$ cat src/logic/srcr_cfg.svh
// Offsets, field positions, reset values and timing counts of the
// switch / reset-pin configuration slice.
// Assumes a 20 MHz system clock and an 8-bit internal register port.
`ifndef SRCR_CFG_SVH
`define SRCR_CFG_SVH

// ==========================================================
// Register offsets
`define SRCR_ADDR_W 8
`define SRCR_OFS_PIN_LIMIT 8'h14
`define SRCR_OFS_FAIL_DISCH 8'h15
`define SRCR_OFS_BUCK_ONE 8'h16

// ==========================================================
// Reset values and writable masks
`define SRCR_RST_PIN_LIMIT 8'h40
`define SRCR_RST_FAIL_DISCH 8'h00
`define SRCR_RST_BUCK_ONE 8'h80
`define SRCR_MASK_PIN_LIMIT 8'hcf
`define SRCR_MASK_FAIL_DISCH 8'h3f
`define SRCR_MASK_BUCK_ONE 8'hbf

// ==========================================================
// Field positions
`define SRCR_BIT_WARM_SEL 7
`define SRCR_BIT_HYST_SEL 6
`define SRCR_LSB_SW3_LIMIT 2
`define SRCR_LSB_SW2_LIMIT 0
`define SRCR_LSB_FAIL_DIS 3
`define SRCR_LSB_DISCH_EN 0
`define SRCR_BIT_LIGHT_LOAD 7
`define SRCR_LSB_VOLTAGE 0
`define SRCR_VOLTAGE_W 6

// ==========================================================
// Timing
`define SRCR_CLK_KHZ 20000
`define SRCR_BLANK_TIME_MS 5
`define SRCR_BLANK_CYCLES (`SRCR_BLANK_TIME_MS * `SRCR_CLK_KHZ)

`endif

$ cat src/logic/srcr_pkg.sv
// Types shared by the switch / reset-pin configuration slice.
// Assumes the constants of srcr_cfg.svh; holds no numbers of its own.
package srcr_pkg;

    // Registered state of the register slice
    typedef struct packed {
        logic [7:0] pin_limit;
        logic [7:0] fail_disch;
        logic [7:0] buck_one;
        logic [7:0] rd_data;
        logic [2:0] switch_on;
        logic [2:0] discharge_on;
        logic pin_out;
        logic pin_oe;
        logic buck_warm_reset;
        logic monitor_blank;
    } srcr_state_t;

endpackage

$ cat src/logic/srcr_pin_sync.sv
// Two-flop synchroniser for pins that arrive from outside sys_clk.
// Assumes the inputs are plain levels; the first stage is read only by the second.
`timescale 1ns/10ps
`default_nettype none

module srcr_pin_sync #(
    parameter int WIDTH = 2
) (
    input wire logic sys_clk,
    input wire logic reset,
    input wire logic [WIDTH-1:0] pin_async,
    output logic [WIDTH-1:0] pin_sync
);

    typedef struct packed {
        logic [WIDTH-1:0] stage_one;
        logic [WIDTH-1:0] stage_two;
    } srcr_sync_t;

    srcr_sync_t q;
    srcr_sync_t next_q;

    // ==========================================================
    // Shift chain, one lane per pin
    always_comb
    begin
        next_q = q;
        for (int i = 0; i < WIDTH; i++)
        begin
            next_q.stage_one[i] = pin_async[i];
            next_q.stage_two[i] = q.stage_one[i];
        end
    end

    // Idle-high reset, pins are pulled up when unused
    always_ff @(posedge sys_clk)
    begin
        if (reset)
            q <= '1;
        else
            q <= next_q;
    end

    assign pin_sync = q.stage_two;

endmodule
`default_nettype wire

$ cat src/logic/srcr_blank_timer.sv
// Retriggerable blanking window for the buck monitor.
// Assumes a one-cycle start pulse on sys_clk; busy stays high CYCLES cycles.
`timescale 1ns/10ps
`default_nettype none

module srcr_blank_timer #(
    parameter int CYCLES = 100000,
    parameter int CNT_W = 17
) (
    input wire logic sys_clk,
    input wire logic reset,
    input wire logic start,
    output logic busy
);

    typedef struct packed {
        logic [CNT_W-1:0] count;
        logic busy;
    } srcr_timer_t;

    srcr_timer_t q;
    srcr_timer_t next_q;

    // ==========================================================
    // Reload on every start, else count down to zero
    always_comb
    begin
        next_q = q;
        if (start)
            next_q.count = CNT_W'(CYCLES);
        else if (q.count != '0)
            next_q.count = q.count - CNT_W'(1);
        next_q.busy = (next_q.count != '0);
    end

    always_ff @(posedge sys_clk)
    begin
        if (reset)
            q <= '0;
        else
            q <= next_q;
    end

    assign busy = q.busy;

endmodule
`default_nettype wire

$ cat src/logic/srcr_regs.sv
// Reset-pin, load-switch and first buck control registers.
// Assumes a same-clock register port behind the serial interface, an unlock
// level from the password logic, and raw pins for the third general pin and
// the power-fail comparator.
//
// Overview of operation
// Pin/limit register at 0x14, resets 0x40
// Bit 7 selects warm-reset input or output
// Warm-reset mode ignores output level bit
// Bit 6 hysteresis select, resets high
// Bits 3-2 switch three limit
// Bits 1-0 switch two limit
// Fail/discharge register 0x15, resets zero
// Fail bits force switch off on low comparator
// Discharge bits discharge switch when off
// Buck one register 0x16, resets 0x80
// Bit 7 selects light-load pulse skipping
// Buck one writes need completed password
// Buck one write starts 5 ms blanking
// Host sets go bit for new voltage
// Reserved bits read zero, ignore writes
`timescale 1ns/10ps
`default_nettype none
`include "srcr_cfg.svh"

module srcr_regs #(
    parameter int BLANK_CYCLES = `SRCR_BLANK_CYCLES,
    parameter int BLANK_CNT_W = 17
) (
    input wire logic sys_clk,
    input wire logic reset,
    input wire logic wr_en,
    input wire logic [7:0] wr_addr,
    input wire logic [7:0] wr_data,
    input wire logic rd_en,
    input wire logic [7:0] rd_addr,
    output logic [7:0] rd_data,
    input wire logic unlocked,
    input wire logic third_pin_level,
    input wire logic [2:0] switch_enable,
    input wire logic third_general_pin_in,
    input wire logic power_fail_comparator_out,
    output logic third_general_pin_out,
    output logic third_general_pin_oe,
    output logic buck_warm_reset,
    output logic warm_reset_pin_select,
    output logic lockout_hysteresis_select,
    output logic [1:0] switch_three_limit_select,
    output logic [1:0] switch_two_limit_select,
    output logic [2:0] switch_on,
    output logic [2:0] discharge_on,
    output logic light_load_pulse_skip,
    output logic [5:0] buck_one_voltage,
    output logic monitor_blank
);

    srcr_pkg::srcr_state_t q;
    srcr_pkg::srcr_state_t next_q;

    logic [1:0] pins_sync;
    logic pin_sync;
    logic pfo_sync;
    logic wr_ok;
    logic wr_buck;
    logic blank_busy;

    // ==========================================================
    // Pin synchronisers
    srcr_pin_sync #(
        .WIDTH(2)
    ) u_sync (
        .sys_clk(sys_clk),
        .reset(reset),
        .pin_async({power_fail_comparator_out, third_general_pin_in}),
        .pin_sync(pins_sync)
    );

    assign pin_sync = pins_sync[0];
    assign pfo_sync = pins_sync[1];

    // Write qualification
    assign wr_ok = wr_en & unlocked;
    assign wr_buck = wr_ok & (wr_addr == `SRCR_OFS_BUCK_ONE);

    // ==========================================================
    // Monitor blanking window
    srcr_blank_timer #(
        .CYCLES(BLANK_CYCLES),
        .CNT_W(BLANK_CNT_W)
    ) u_blank (
        .sys_clk(sys_clk),
        .reset(reset),
        .start(wr_buck),
        .busy(blank_busy)
    );

    // ==========================================================
    // Register writes, readback and derived controls
    always_comb
    begin
        next_q = q;
        // Writable bits only; reserved bits keep zero
        if (wr_ok && wr_addr == `SRCR_OFS_PIN_LIMIT)
            next_q.pin_limit = wr_data & `SRCR_MASK_PIN_LIMIT;
        if (wr_ok && wr_addr == `SRCR_OFS_FAIL_DISCH)
            next_q.fail_disch = wr_data & `SRCR_MASK_FAIL_DISCH;
        if (wr_buck)
            next_q.buck_one = wr_data & `SRCR_MASK_BUCK_ONE;
        // Registered readback, unmapped offsets read zero
        if (rd_en)
        begin
            case (rd_addr)
                `SRCR_OFS_PIN_LIMIT: next_q.rd_data = q.pin_limit;
                `SRCR_OFS_FAIL_DISCH: next_q.rd_data = q.fail_disch;
                `SRCR_OFS_BUCK_ONE: next_q.rd_data = q.buck_one;
                default: next_q.rd_data = 8'h00;
            endcase
        end
        // Power-fail gating and discharge per switch
        for (int i = 0; i < 3; i++)
        begin
            next_q.switch_on[i] = switch_enable[i]
                & ~(q.fail_disch[`SRCR_LSB_FAIL_DIS + i] & ~pfo_sync);
            next_q.discharge_on[i] = q.fail_disch[`SRCR_LSB_DISCH_EN + i]
                & ~next_q.switch_on[i];
        end
        // Third pin: open-drain output or warm-reset input
        next_q.pin_out = 1'b0;
        if (q.pin_limit[`SRCR_BIT_WARM_SEL])
        begin
            next_q.pin_oe = 1'b0;
            next_q.buck_warm_reset = ~pin_sync;
        end
        else
        begin
            next_q.pin_oe = ~third_pin_level;
            next_q.buck_warm_reset = 1'b0;
        end
        next_q.monitor_blank = blank_busy;
    end

    // ==========================================================
    // State register
    always_ff @(posedge sys_clk)
    begin
        if (reset)
        begin
            q <= '0;
            q.pin_limit <= `SRCR_RST_PIN_LIMIT;
            q.fail_disch <= `SRCR_RST_FAIL_DISCH;
            q.buck_one <= `SRCR_RST_BUCK_ONE;
        end
        else
            q <= next_q;
    end

    // ==========================================================
    // Outputs, all straight from the state register
    assign rd_data = q.rd_data;
    assign third_general_pin_out = q.pin_out;
    assign third_general_pin_oe = q.pin_oe;
    assign buck_warm_reset = q.buck_warm_reset;
    assign warm_reset_pin_select = q.pin_limit[`SRCR_BIT_WARM_SEL];
    assign lockout_hysteresis_select = q.pin_limit[`SRCR_BIT_HYST_SEL];
    assign switch_three_limit_select = q.pin_limit[`SRCR_LSB_SW3_LIMIT +: 2];
    assign switch_two_limit_select = q.pin_limit[`SRCR_LSB_SW2_LIMIT +: 2];
    assign switch_on = q.switch_on;
    assign discharge_on = q.discharge_on;
    assign light_load_pulse_skip = q.buck_one[`SRCR_BIT_LIGHT_LOAD];
    assign buck_one_voltage = q.buck_one[`SRCR_LSB_VOLTAGE +: `SRCR_VOLTAGE_W];
    assign monitor_blank = q.monitor_blank;

    // ==========================================================
    // Per-switch gating and discharge checks
    for (genvar i = 0; i < 3; i++)
    begin : g_switch_checks

    end
endmodule
`default_nettype wire

$ cat config.mk
export PLATFORM = sky130hd
export DESIGN_NAME = srcr_regs
export DESIGN_NICKNAME = d
export VERILOG_FILES = /design/src/logic/srcr_pkg.sv /design/src/logic/srcr_pin_sync.sv /design/src/logic/srcr_blank_timer.sv /design/src/logic/srcr_regs.sv
export VERILOG_INCLUDE_DIRS = /design/src /design/src/logic
export SDC_FILE = /design/constraint.sdc
export NUM_CORES = 1
export LEC_CHECK = 0
export ABC_CLOCK_PERIOD_IN_PS = 2750
export BUFFER_PORTS_ARGS = -buffer_cell sky130_fd_sc_hd__clkbuf_2
export CAP_MARGIN = 20
export CORE_AREA = 10 10 83 85
export CTS_CLUSTER_SIZE = 10
export DETAILED_ROUTE_END_ITERATION = 10
export DIE_AREA = 0 0 93 95
export GPL_TIMING_DRIVEN = 0
export HOLD_SLACK_MARGIN = 0.08
export PLACE_DENSITY = 0.77
export SLEW_MARGIN = 20
export SYNTH_ARGS = -nofsm -noshare
export SYNTH_HDL_FRONTEND = slang
export SYNTH_SLANG_ARGS = --single-unit
$ cat constraint.sdc
create_clock -name sys_clk -period 2.75 [get_ports sys_clk]
set_clock_uncertainty 0.05 [all_clocks]
set_input_delay 0.4125 -clock sys_clk [delete_from_list [all_inputs] [get_ports sys_clk]]
set_output_delay 0.4125 -clock sys_clk [all_outputs]
set_load 0.05 [all_outputs]
### Word level (Yosys, flattened, before mapping)

Index checks and enable logic that the tools add are counted.

* bits in registers: 59
* bits of input ports: 35
* output and inout port bits: 31
* word-level logic and storage cells: 51

* add/sub/neg operators: 1
* equal/unequal tests: 6
* muxes and demuxes: 3
* bitwise gates (word level): 21
* reductions and logical operators: 6

Operators with widths (count)
* $eq 8x5->1 const B: 6
* $mux 17: 2
* $reduce_bool 17->1: 2
* $pmux 8 s3: 1
* $sub 17x1->17 const B: 1
* $and 1x1->1: 11
* $not 1->1: 10
* $reduce_or 2->1: 2
* $logic_and 1x1->1: 2

### Logic depth before layout (Yosys ltp)

Gate-level depths: netlist of run 1.

* depth in word-level cells: 6
* mapped depth: 9
* depth with buffers taken out: 8

### Hierarchy

A second synthesis of run 1 with hierarchy kept.

* cells, all modules: 304
* area total of the unflattened synthesis: 2854.0 um^2

By module, submodules not included
* srcr_regs: times used 1, cells each 173, area each 1725.4 um^2, sequential area each 720.7 um^2
* srcr_blank_timer: times used 1, cells each 123, area each 1023.5 um^2, sequential area each 360.3 um^2
* srcr_pin_sync: times used 1, cells each 8, area each 105.1 um^2, sequential area each 80.1 um^2

### Least setup slack after synthesis of run 1

OpenSTA, ideal clock, no wires.

* path kind: flip-flop to flip-flop
* from: register u_blank.q[1] (netlist bit)
* to: register u_blank.q (netlist bit u_blank.busy)
* library setup time: 132 ps
* data arrival time: 2159 ps
* data required time: 2568 ps
* setup slack: 409 ps
* cell stages (with the launch flop): 10
* buffers on the path: 1
* period minus slack after synthesis: 2341 ps
* cell sequence: dfxtp_1 -> inv_1 -> ha_1 -> or3b_2 -> clkbuf_1 -> or4_1 -> o21ai_0 -> nand4_1 -> nor4_1 -> a31oi_1

* word-level cells in the longest chain between the ends: 4
* elaborated cells on any way between the ends: 5
* those cells by class: add/sub (1); mux (2); reduce/logical (2)

Ends and longest elaborated chain
* start, declared: RTL line srcr_blank_timer.sv:21 `srcr_timer_t q;`
* start signal, assigned: RTL line srcr_blank_timer.sv:41 `q <= next_q;`
* $sub 17x1->17 or $reduce_bool 17->1 (tied branches): RTL line srcr_blank_timer.sv:32, srcr_blank_timer.sv:31
* $mux 17 (*): RTL line srcr_blank_timer.sv:31 `else if (q.count != '0)`
* $mux 17 (*): RTL line srcr_blank_timer.sv:29 `if (start)`
* $reduce_bool 17->1 (*): RTL line srcr_blank_timer.sv:33 `next_q.busy = (next_q.count != '0);`

Mark *: on every way between the ends. The rest lies on a longest branch, timed or not.
A chain may end at the register's enable or synchronous reset.

### Worst setup path in the final report of run 1

* from: register u_blank.q[13] (netlist bit)
* to: register u_blank.q (netlist bit u_blank.busy)

The elaborated chain is that of the path after synthesis.

==> results.md, run 1 <==
- The endpoint of the most critical register-to-register path is u_blank.busy$_SDFF_PP0_.
- The number of slew-limit violations in the final report was 0.
- The endpoint class of the critical path is a flip-flop.
- Clock-pin slew was measured on the worst setup and hold paths at ~0.060 ns.
- The placeable core region is between 5000 and 6000 um2.
- The cell with the most instances after synthesis is dfxtp_1.
- Traced cell by cell, the critical path runs through clkbuf_1 -> or4_4 -> or4_4 -> or2_0 -> a211oi_1 -> and4_1 -> a31oi_1.
- For this run, the top clock speed supported by timing is 393 MHz.
- The worst register-to-register path has a setup slack of 0.21 ns.
- The design draws between 3 and 4 mW.
- The flow ran to the end, and the final reports show no timing, DRC or antenna violations.
- The CTS tree is done.
- The die footprint is 8840 um2.
- The critical-path maximum fanout is 7.
- The number of nets in the synthesized netlist is approximately 350.
- The number of antenna violations at the first check in global routing is 0.
- The worst slack on hold paths is approximately 0.18 ns.
- After synthesis, the most frequently instantiated cells are dfxtp_1, buf_4, nand2_1, nor2_1, a21oi_1.
- Detailed placement ended at an HPWL of 5040 um.
- Measured against its own limit, the worst slew margin works out to 0.431.
- The worst path arrival time is between 2 and 3 ns.
- The maximum vdd ir drop is slightly below 0.7 mV.
- Clock tree synthesis found a total of 58 sinks.
- The fraction of synthesis flops using an asynchronous set or reset pin is 0.
- The count of boundary I/O pins is 66.
- The repair_antennas step left the layout with diodes totalling 0.
- Among all flip-flop cells after synthesis, the most frequent one is dfxtp_1.
- Post-CTS timing repair inserted 0 buffers for setup.
- The startpoint identified for the worst register-to-register timing path is u_blank.q[13]$_SDFF_PP0_.
- Dividing the final minimum period by the clock period gives 0.925.
- The total power divided by cell area is around 910 nW/um2.
- After detailed routing, the number of remaining DRC violations is 0.
- The largest net degree at the start of global routing is 12.
- For this block, the via count after detailed routing is between 2000 and 2500.
- In this run the most used layer during global routing was met2.
- The total iterations of the first detailed-routing run is 4.
- In the final design database the tool counted roughly 420 nets.
- After routing, the total negative slack on setup checks comes to 0 ns.
- The count of endpoints failing hold in the final timing report came to 0.
- After layout, the minimum clock period comes to about 2.5 ns.
- For this run, global-route usage on met2 was measured as 0.247.
- Yosys printed 0 warnings.
- Counting distinct cell types in the post-synthesis netlist gives 48.
- The total track usage is 0.159.
- Setup repair after global routing left no endpoint under its margin.
- At the worst endpoint, the required time is between 2 and 3 ns.
- The share of the Yosys chip area taken by registers is 0.428.
- The count of flip-flops with a built-in enable after synthesis is 0.
- The tree is rooted in a clkbuf_8.
- The slowest stage of the critical path is the or4_4 cell.
- In the global route stage, met1 resource usage came out at 0.192.
- Clock tree synthesis inserted a total of 9 buffers.
- The first global-routing pass estimated ~11000 um of wire.
- The post-synthesis instance area is approximately 2700 um2.
- The residual overflow from global routing is 0.
- No sink is reached through more buffers than the 2 on the longest clock path.
- The total of fill cells in the finished design is ~480.
- From synthesis to final layout, the design area changed by 22.3%.
- Registers take ~1200 um2.
- The first routing iteration left ~130 violations.
- In this run the worst setup path begins at u_blank.q[13]$_SDFF_PP0_.
- Including well taps, the total number of placed cells is around 440.
- The die is just over 90 um wide.
- Summed over all instances, the cell type with the most area after synthesis is dfxtp_1.
- The H-tree generated during clock tree synthesis spans 3 levels.
- The number of antenna-violating nets in the routed design is 0.
- The number of global-route vias before repair came to 2302.
- The element type at the critical path start is a flip-flop.
- Counting flops and latches in the post-synthesis netlist gives 58.
- At the pin with the least slew margin, the transition time is roughly 0.85 ns.
- The average wire per cell in the routed design is between 10 and 15 um.
- In the final layout, the share of cells above drive strength 1 is 0.300.
- The met3 usage is 0.0595.
- The path category of the worst min-delay check is input pin to flip-flop.
- In the final layout, the multi-input gates occupy roughly 1300 um2.
- In this run the worst setup path terminates at u_blank.busy$_SDFF_PP0_.
- The quantity of I/O buffers inserted on ports is 63.
- In the routed layout, each cell is associated on average with a via count of just over 5.
- The congestion estimate from routability-driven global placement came to 0.883.
- The final core utilization is 0.622.
- Setup violations remaining at the end of the flow were counted as 0.
- In the post-synthesis netlist, the biggest area contributors are dfxtp_1, buf_4, mux2i_1.
- The top cell type's share of synthesized area is 0.428.
- The peak per-stage delay on the critical path is around 0.53 ns.
- The start-to-end type of the worst setup path is flip-flop to flip-flop.
- The total wirelength of the detailed-routed design is slightly below 7000 um.
- The count of standard-cell rows is 27.
- From bottom edge to top edge, the die measures 95 um.
- The most frequent cell on the critical path is or4_4.
- Each instance of the synthesized netlist takes up on average between 8 and 9 um2.
- The insertion delay of the later-clocked pin in the worst-skew pair is 0.35 ns.
- The cell count after synthesis came out at just over 300.
- Max-cap violations in this run came to 0.
- The length in cells of the worst reg-to-reg path is 7.
- The total leakage power is 1.38 nW.
- The initial utilization of the core area, before any placement, comes to 0.508.
- The count of non-filler cells in the finished layout is about 460.
timing repair:
| action | in CTS | in global routing |
|---|---|---|
| hold buffers | 0 | 0 |
| hold endpoints to repair | 0 | 0 |
| setup endpoints to repair | 0 | 1 |
| gates resized for setup | 0 | 1 |
worst max-delay path, delay by kind of cell, from the launching register on:
kind	cells	cell delay, ns
buffers and inverters	1	0.17
and+or+nand+nor	4	1.54
AOI/OAI and AO/OA	2	0.35
DFF	1	0.31
where the power goes:
| group | leakage [nW] | internal, mW | total (mW) | switching [mW] |
|---|---|---|---|---|
| Combinational | 0.811 | 0.499 | 1.14 | 0.638 |
| Sequential | 0.473 | 0.952 | 1.08 | 0.125 |
| Clock | 0.0945 | 0.442 | 0.804 | 0.362 |
| Total | 1.38 | 1.89 | 3.02 | 1.13 |
final cells by class:
cell class                      instances  share of cell area
Buffer                                 38              0.0735
Clock inverter                          6              0.0200
Tap cell                               72              0.0271
Timing Repair Buffer                   63              0.0950
Sequential cell                        58               0.350
Inverter                                6             0.00679
Multi-Input combinational cell        206               0.386
Clock buffer                           10              0.0415
registers in the layout, indices dropped and copies added (netlist names), 3 cells and up:
signal            cells
rd_data               8
q                     6
u_blank.q            17
switch_on             3
buck_one_voltage      6
discharge_on          3
metal layers:
layer	part of all wire	vias to the layer above
met5	0	-
met4	0.017	0
met3	0.086	10
met2	0.46	75
met1	0.43	1069
li1	-	1210
cell usage in the layout (no fill, tap or decap), types with 3 or more instances in the layout:
cell type and count:
clkbuf_2 63, dfxtp_1 58, nand2_1 25, nor2_1 25, buf_4 25, a21oi_1 22, mux2i_1 15, clkbuf_1 12
nor3_1 12, nand3_1 10, clkbuf_8 10, nand2b_1 9, o21ai_0 9, nor4_1 8, inv_1 6, nor2b_1 6
xnor2_1 6, or2_2 5, or4_1 4, a31oi_1 4, and3b_1 3, nand4_1 3, nand3b_1 3, clkinvlp_4 3
worst min path at each step:
stage | from | to | slack (ns) | depth (start not counted)
floorplan | u_sync.pin_sync[0]$_SDFF_PP1_ | buck_warm_reset$_SDFF_PP0_ | 0.32 | 1
global placement | u_sync.next_q[1]$_SDFF_PP1_ | u_sync.pin_sync[1]$_SDFF_PP1_ | 0.34 | 1
detailed placement | u_sync.next_q[0]$_SDFF_PP1_ | u_sync.pin_sync[0]$_SDFF_PP1_ | 0.34 | 1
CTS | third_pin_level | third_general_pin_oe$_SDFF_PP0_ | 0.16 | 2
global route | third_pin_level | third_general_pin_oe$_SDFF_PP0_ | 0.18 | 2
finish | third_pin_level | third_general_pin_oe$_SDFF_PP0_ | 0.18 | 2
metrics by stage:
stage               instance area (um2)  setup WS, ns
finish                             3320         0.207
global route                       3320        0.0321
CTS                                3320        0.0807
detailed placement                 3120         0.161
global placement                   3120         0.165
floorplan                          2710         0.409
kinds of logic after synthesis:
family / Yosys count / share of synthesized area
buffers and inverters: 45 / 0.0996
multiplexers: 16 / 0.0595
AO/OA/AOI/OAI: 48 / 0.106
adder cells (fa/ha/maj): 2 / 0.00922
flip-flops: 58 / 0.428
XOR/XNOR: 8 / 0.0258
AND/OR/NAND/NOR: 131 / 0.270
other: 1 / 0.00138
No activity file was read; power rests on OpenSTA's default activity.
==> run 2, diff against run 1 <==
--- a/config.mk
+++ b/config.mk
@@ -16,6 +16,7 @@
 export GPL_TIMING_DRIVEN = 0
 export HOLD_SLACK_MARGIN = 0.08
 export PLACE_DENSITY = 0.77
+export RECOVER_POWER = 100
 export SLEW_MARGIN = 20
 export SYNTH_ARGS = -nofsm -noshare
 export SYNTH_HDL_FRONTEND = slang
==> constraint.sdc (replaced) <==
create_clock -name sys_clk -period 2.75 [get_ports sys_clk]
set_clock_uncertainty 0.05 [all_clocks]
set_input_delay 0.55 -clock sys_clk [delete_from_list [all_inputs] [get_ports sys_clk]]
set_output_delay 0.55 -clock sys_clk [all_outputs]
set_load 0.05 [all_outputs]
==> results.md, run 2 (synthesized netlist as in run 1, its figures left out) <==
- The run finished with clean final reports.
- The HPWL after detailed placement is ~5000 um.
- The final layout contains routed wiring with a total length of between 6000 and 7000 um.
- The final core utilization is 0.614.
- Summing all placed instances gives a cell area of a little over 3000 um2.
- The die footprint is a little under 9000 um2.
- The headroom to the max-slew limit is 0.435.
- The smallest clock period supported by the final layout is computed as about 2.6 ns.
- The number of CTS-inserted buffers is 9.
- The final setup slack of the worst path is 0.194 ns.
- The endpoint of the worst hold path is third_general_pin_oe$_SDFF_PP0_.
- The worst-case IR drop observed on VDD is between 0.6 and 0.7 mV.
- The count of endpoints failing hold in the final timing report was 0.
- Leaving out fill and tap cells, the most frequent cells in the layout are dfxtp_1, clkbuf_1, clkbuf_2.
- The clock transition at the register clock pins on the worst setup and hold paths after CTS is around 0.060 ns.
- The count of boundary I/O pins is between 60 and 70.
- The initial DRC count is 131.
- Along the worst path, the maximum fanout reaches 7.
- The count of standard-cell rows is 27.
- For this design the static power due to leakage is ~1.3 nW.
- The count of non-filler cells in the finished layout is roughly 460.
- The worst slack on hold paths is ~0.31 ns.
- The DRC violation count after routing is 0.
- For the worst setup path, the data arrival time is approximately 2.7 ns.
- The pre-antenna-repair detailed-routing pass consisted of 4 iterations.
- Once detail routing completed, the nets flagged for antenna violations numbered 0.
- The register with the most flip-flops in the layout has 17 of them.
- The die is around 95 um tall.
- The initial utilization of the core area, before any placement, comes to 0.508.
- The number of global-route vias before repair is approximately 2300.
- The element type at the critical path start is a flip-flop.
- The setup violation total in the final timing report is 0.
- The die boundary width is 93 um.
- The area overhead of the layout relative to synthesis is 20.8%.
- Power spread over the standard cell area amounts to 916 nW/um2.
- The upper clock frequency limit is ~400 MHz.
- The diode insertion count for antenna repair is 0.
- The share of layout cells above drive strength 1 is 0.217.
- The final layout contains 419 nets.
- Setup repair after global routing left no endpoint under its margin.
- In the finished design, the share of the clock period the worst path needs comes to 0.929.
- The total area inside the core boundary comes to 5340 um2.
- The ratio of routed vias to standard cells is just over 5.
- TritonCTS built the clock tree.
- The insertion delay of the later-clocked pin in the worst-skew pair is 0.35 ns.
- The data required time of the critical path is ~2.9 ns.
- The finished cells cover ~3300 um2.
- The measured slew at the worst slew-check pin is approximately 0.84 ns.
- Timing analysis after detailed placement gives a worst setup slack of 0.0890 ns.
- The cell depth of the worst hold path is 2.
- The root buffer cell is clkbuf_8.
- The average wire per cell in the routed design is roughly 15 um.
- The first-pass GRT wire length is approximately 11000 um.
- The number of levels in the clock H-tree is 3.
- Across every metal layer, demand over resource in global routing totals 0.159.
- The startpoint identified for the worst hold timing path is third_pin_level.
- The endpoint of the most critical register-to-register path is u_blank.busy$_SDFF_PP0_.
- The overall power is between 3 and 4 mW.
- Max-cap violations in this run came to 0.
- The maximum buffer depth of the clock tree is 2.
- The number of slew-limit violations in the final report came to 0.
- The quantity of I/O buffers inserted on ports is 63.
- The final route contains 2376 vias.
- The residual overflow from global routing is 0.
- The launching point of the worst reg2reg path is u_blank.q[13]$_SDFF_PP0_.
- The number of antenna violations at the first check in global routing is 0.
- Including well taps, the total number of placed cells is between 400 and 500.
- The reg-to-reg setup timing slack is about 0.19 ns.
- The path category of the worst min-delay check is input pin to flip-flop.
- The register with the most flip-flops is u_blank.q.
- The worst register-to-register path has a depth of 7.
- Buffers inserted to repair hold after CTS numbered 0.
- The final setup TNS is 0 ns.
- The number of sinks handled by clock tree synthesis is 58.
- The largest net degree at the start of global routing is 12.
- The start-to-end type of the worst setup path is flip-flop to flip-flop.
- The library cell used most frequently in the layout, excluding fill and tap cells, is dfxtp_1.
- The worst setup path is captured at a flip-flop.
- The congestion estimate from routability-driven global placement came to roughly 0.9.
## run 2: cell counts in the layout (fill, tap and decap cells not counted)
No cell type changed its count.
## run 2: power breakdown
group,internal (mW),leakage (nW),switching (mW)
Clock,0.442,0.0945,0.362
Sequential,0.952,0.473,0.125
Combinational,0.482,0.706,0.638
## run 2: repair_timing
item                       CTS  global route
setup endpoints to repair    0             1
resized for setup            0             1
buffers inserted             0             0
## run 2: area by class of cell
| class | instances | area [um2] |
|---|---|---|
| Fill cell | 494 | 2060 |
| Clock buffer | 10 | 138 |
| Multi-Input combinational cell | 206 | 1280 |
| Inverter | 6 | 22.5 |
| Sequential cell | 58 | 1160 |
| Clock inverter | 6 | 66.3 |
| Tap cell | 72 | 90.1 |
| Buffer | 38 | 244 |
| Timing Repair Buffer | 63 | 277 |
## run 2: critical path, cell delays in order (launching register included)
cell	delay [ns]
dfxtp_1	0.31
clkbuf_1	0.16
or4_4	0.51
or4_1	0.55
or2_0	0.24
a211oi_1	0.24
and4_1	0.26
a31oi_1	0.10
## run 2: worst max-delay path by stage
stage / startpoint / to / slack (ns)
finish: u_blank.q[13]$_SDFF_PP0_ / u_blank.busy$_SDFF_PP0_ / 0.19
global placement: wr_addr[5] / u_blank.busy$_SDFF_PP0_ / 0.12
global route: u_blank.q[1]$_SDFF_PP0_ / u_blank.busy$_SDFF_PP0_ / 0.03
detailed placement: wr_addr[5] / u_blank.busy$_SDFF_PP0_ / 0.09
floorplan: u_blank.q[1]$_SDFF_PP0_ / u_blank.busy$_SDFF_PP0_ / 0.41
CTS: u_blank.q[1]$_SDFF_PP0_ / u_blank.busy$_SDFF_PP0_ / 0.08
## run 2: metal layers
layer	part of all wire	global-route usage	up-vias	wire length, um
met5	0	0	-	0
met4	0.019	0.0771	0	127
met3	0.082	0.0595	12	555
met2	0.46	0.247	77	3110
met1	0.44	0.192	1078	2950
li1	-	-	1209	-
==> run 3, diff against run 2 <==
--- a/config.mk
+++ b/config.mk
@@ -6,16 +6,17 @@
 export SDC_FILE = /design/constraint.sdc
 export NUM_CORES = 1
 export LEC_CHECK = 0
+export ABC_AREA = 1
 export ABC_CLOCK_PERIOD_IN_PS = 2750
 export BUFFER_PORTS_ARGS = -buffer_cell sky130_fd_sc_hd__clkbuf_2
 export CAP_MARGIN = 20
-export CORE_AREA = 10 10 83 85
+export CORE_AREA = 10 10 85 87
 export CTS_CLUSTER_SIZE = 10
 export DETAILED_ROUTE_END_ITERATION = 10
-export DIE_AREA = 0 0 93 95
+export DIE_AREA = 0 0 95 97
 export GPL_TIMING_DRIVEN = 0
 export HOLD_SLACK_MARGIN = 0.08
-export PLACE_DENSITY = 0.77
+export PLACE_DENSITY = 0.78
 export RECOVER_POWER = 100
 export SLEW_MARGIN = 20
 export SYNTH_ARGS = -nofsm -noshare
==> results.md, run 3 <==
- The first detailed-routing pass took 4 iterations.
- By area the synthesized netlist is led by dfxtp_1, nand2_1, buf_4.
- The flow ran to the end, and the final reports show no timing, DRC or antenna violations.
- TritonCTS built the clock tree.
- The number of levels in the clock H-tree is 3.
- The total power divided by cell area is 1050 nW/um2.
- The number of max-cap violations is 0.
- For this run, the post-layout net count is 514.
- The half-perimeter wire length after placement is 5910 um.
- The post-CTS resize count is 0.
- At the worst endpoint, the required time is slightly below 3 ns.
- The diode insertion count for antenna repair is 0.
- The number of global-route vias before repair is roughly 2800.
- The worst-case IR drop observed on VDD is 0.541 mV.
- The initial DRC count is approximately 180.
- The total track usage is 0.172.
- The number of antenna violations at the first check in global routing was 0.
- The completed layout was analyzed and its total power is 3.63 mW.
- The smallest clock period supported by the final layout is computed as between 2 and 2.5 ns.
- The critical-path maximum fanout is 6.
- The quantity of I/O buffers inserted on ports is between 60 and 70.
- The insertion delay of the later-clocked pin in the worst-skew pair is between 0.3 and 0.4 ns.
- The count of endpoints failing hold in the final timing report is 0.
- The most instantiated flip-flop cell in the synthesis netlist is dfxtp_1.
- For the worst setup path, the data arrival time is 2.22 ns.
- The post-synthesis instance area is just under 3000 um2.
- The critical path goes through inv_1 -> ha_1 -> nand2_1 -> nor2_1 -> nand3_1 -> nand3_1 -> nand3_1 -> nor2_1 -> nand3_1 -> nor2_1 -> nor2_1.
- The largest net degree at the start of global routing is 11.
- The total non-filler cell area in the finished layout is between 3000 and 4000 um2.
- Leaving out fill and tap cells, the most frequent cells in the layout are nand2_1, dfxtp_1, inv_1.
- Fill cells in the final layout number roughly 550.
- The total placed instance area is about 3300 um2.
- The DRC violation count after routing is 0.
- The fraction of synthesis flops using an asynchronous set or reset pin is 0.
- The top cell type's share of synthesized area is 0.399.
- The critical path is of the flip-flop to flip-flop type.
- The routed via count is 2806.
- The core region is ~5500 um2.
- The number of warning messages in the yosys log is 0.
- The residual overflow from global routing is 0.
- The final weighted congestion of routability-driven global placement is 0.896.
- Synthesis inferred 58 register bits.
- The upper clock frequency limit is just under 500 MHz.
- The min-delay analysis places its worst path in the category input pin to flip-flop.
- The number of slew-limit violations in the final report is 0.
- When the netlist entered floorplanning its net count stood at 440.
- The ratio of routed vias to standard cells is just over 5.
- The number of setup buffers added after CTS is 0.
- The number of CTS-inserted buffers is 9.
- A synthesized cell averages 7.21 um2.
- In this run the count of I/O pins placed on the die edge is 66.
- The largest total area in the synthesized netlist belongs to dfxtp_1.
- In the final timing run, aggregate negative setup slack is 0 ns.
- Setup repair after global routing left no endpoint under its margin.
- Yosys mapped a number of flops with a built-in enable equal to 0.
- The setup violation total in the final timing report is 0.
- STA classifies the critical path startpoint as a flip-flop.
- The number of antenna-violating nets in the routed design is 0.
- In this run the tightest slew margin relative to its limit is 0.595.
- The cell with the biggest individual delay on the critical path is dfxtp_1.
- The number of standard cells after synthesis is approximately 400.
- The first global-routing pass estimated 12800 um of wire.
- The die boundary width is 95 um.
- The cell with the most instances after synthesis is nand2_1.
- Buffers inserted to repair hold after CTS numbered 0.
- The register with the most flip-flops in the layout has 17 of them.
- The measured slew at the worst slew-check pin is approximately 0.61 ns.
- The average wire per cell in the routed design is about 14 um.
- In the final layout, the share of cells above drive strength 1 is 0.200.
- The leading cell type in the layout, fill and taps excluded is nand2_1.
- The initial utilization of the core area, before any placement, comes to 0.531.
- The root buffer cell is clkbuf_8.
- The distinct cell type count after synthesis is 31.
- The y dimension of the die is about 97 um.
- Counting along the longest clock path gives a buffer depth of 2.
- The die footprint is between 9000 and 10000 um2.
- In this run the static leakage power is 1.57 nW.
- The count of standard-cell rows is 27.
- After detailed routing, the total wire length is approximately 7700 um.
- The peak per-stage delay on the critical path is 0.32 ns.
- The commonest cells after synthesis are nand2_1, dfxtp_1, inv_1.
- The endpoint class of the critical path is a flip-flop.
- The register with the most flip-flops is u_blank.q.
- Relative to the synthesized area, the layout overhead comes to 18.6%.
- The post-synthesis sequential area ratio is 0.399.
- Dividing the final minimum period by the clock period gives 0.749.
- The clock transition at the register clock pins on the worst setup and hold paths after CTS is 0.06 ns.
- The clock net in this run drives a total of slightly below 60 sinks.
run 3: critical path, delay by kind of cell, from the launching register on:
kind,cells,cell delay (ns)
AND/OR/NAND/NOR,9,1.16
flip-flops,1,0.32
adder cells (fa/ha/maj),1,0.29
buffers and inverters,1,0.12
run 3: final cells by class:
class / instances / area (um2) / share of cell area
Buffer: 37 / 240 / 0.0697
Clock buffer: 12 / 145 / 0.0421
Clock inverter: 3 / 40.0 / 0.0116
Inverter: 48 / 180 / 0.0523
Multi-Input combinational cell: 260 / 1310 / 0.381
Sequential cell: 58 / 1160 / 0.337
Tap cell: 72 / 90.1 / 0.0261
Timing Repair Buffer: 63 / 277 / 0.0802
run 3: where the power goes:
group / switching, mW / internal, mW / total, mW
Sequential: 0.121 / 0.967 / 1.09
Combinational: 1.13 / 0.635 / 1.76
Clock: 0.341 / 0.436 / 0.776
Total: 1.59 / 2.04 / 3.63
run 3: kinds of logic (layout without fill, tap and decap cells):
kind of cell / Yosys count / count (layout) / share of synthesized area
fa+ha+maj: 2 / 2 / 0.00861
compound gates: 66 / 66 / 0.117
xor+xnor: 5 / 5 / 0.0151
simple gates: 186 / 186 / 0.313
buf+inv: 85 / 163 / 0.146
flops: 58 / 58 / 0.399
other cells: 1 / 1 / 0.00129
run 3: layer usage:
layer  vias to the layer above  share of wire  track usage
li1                       1401              -            -
met3                        17          0.067       0.0432
met4                         0          0.023       0.0870
met1                      1288           0.45        0.219
met5                         -              0            0
met2                       100           0.46        0.259
run 3: per-stage QoR:
| step | setup WS [ns] | hold slack (ns) | utilization | instances |
|---|---|---|---|---|
| floorplan | 1.09 | 0.326 | - | 403 |
| global placement | 0.720 | 0.341 | 0.605 | 538 |
| detailed placement | 0.672 | 0.339 | 0.605 | 538 |
| CTS | 0.797 | 0.309 | 0.639 | 553 |
| global route | 0.542 | 0.325 | 0.630 | 553 |
| finish | 0.690 | 0.314 | 0.630 | 553 |
run 3: worst paths after layout:
| check | start | to | slack (ns) | depth (start not counted) |
|---|---|---|---|---|
| min reg2reg | u_sync.pin_sync[0]$_SDFF_PP1_ | buck_warm_reset$_SDFF_PP0_ | 0.35 | 1 |
| min | third_pin_level | third_general_pin_oe$_SDFF_PP0_ | 0.31 | 2 |
| max | u_blank.q[1]$_SDFF_PP0_ | u_blank.busy$_SDFF_PP0_ | 0.69 | 11 |
| max reg2reg | u_blank.q[1]$_SDFF_PP0_ | u_blank.busy$_SDFF_PP0_ | 0.69 | 11 |
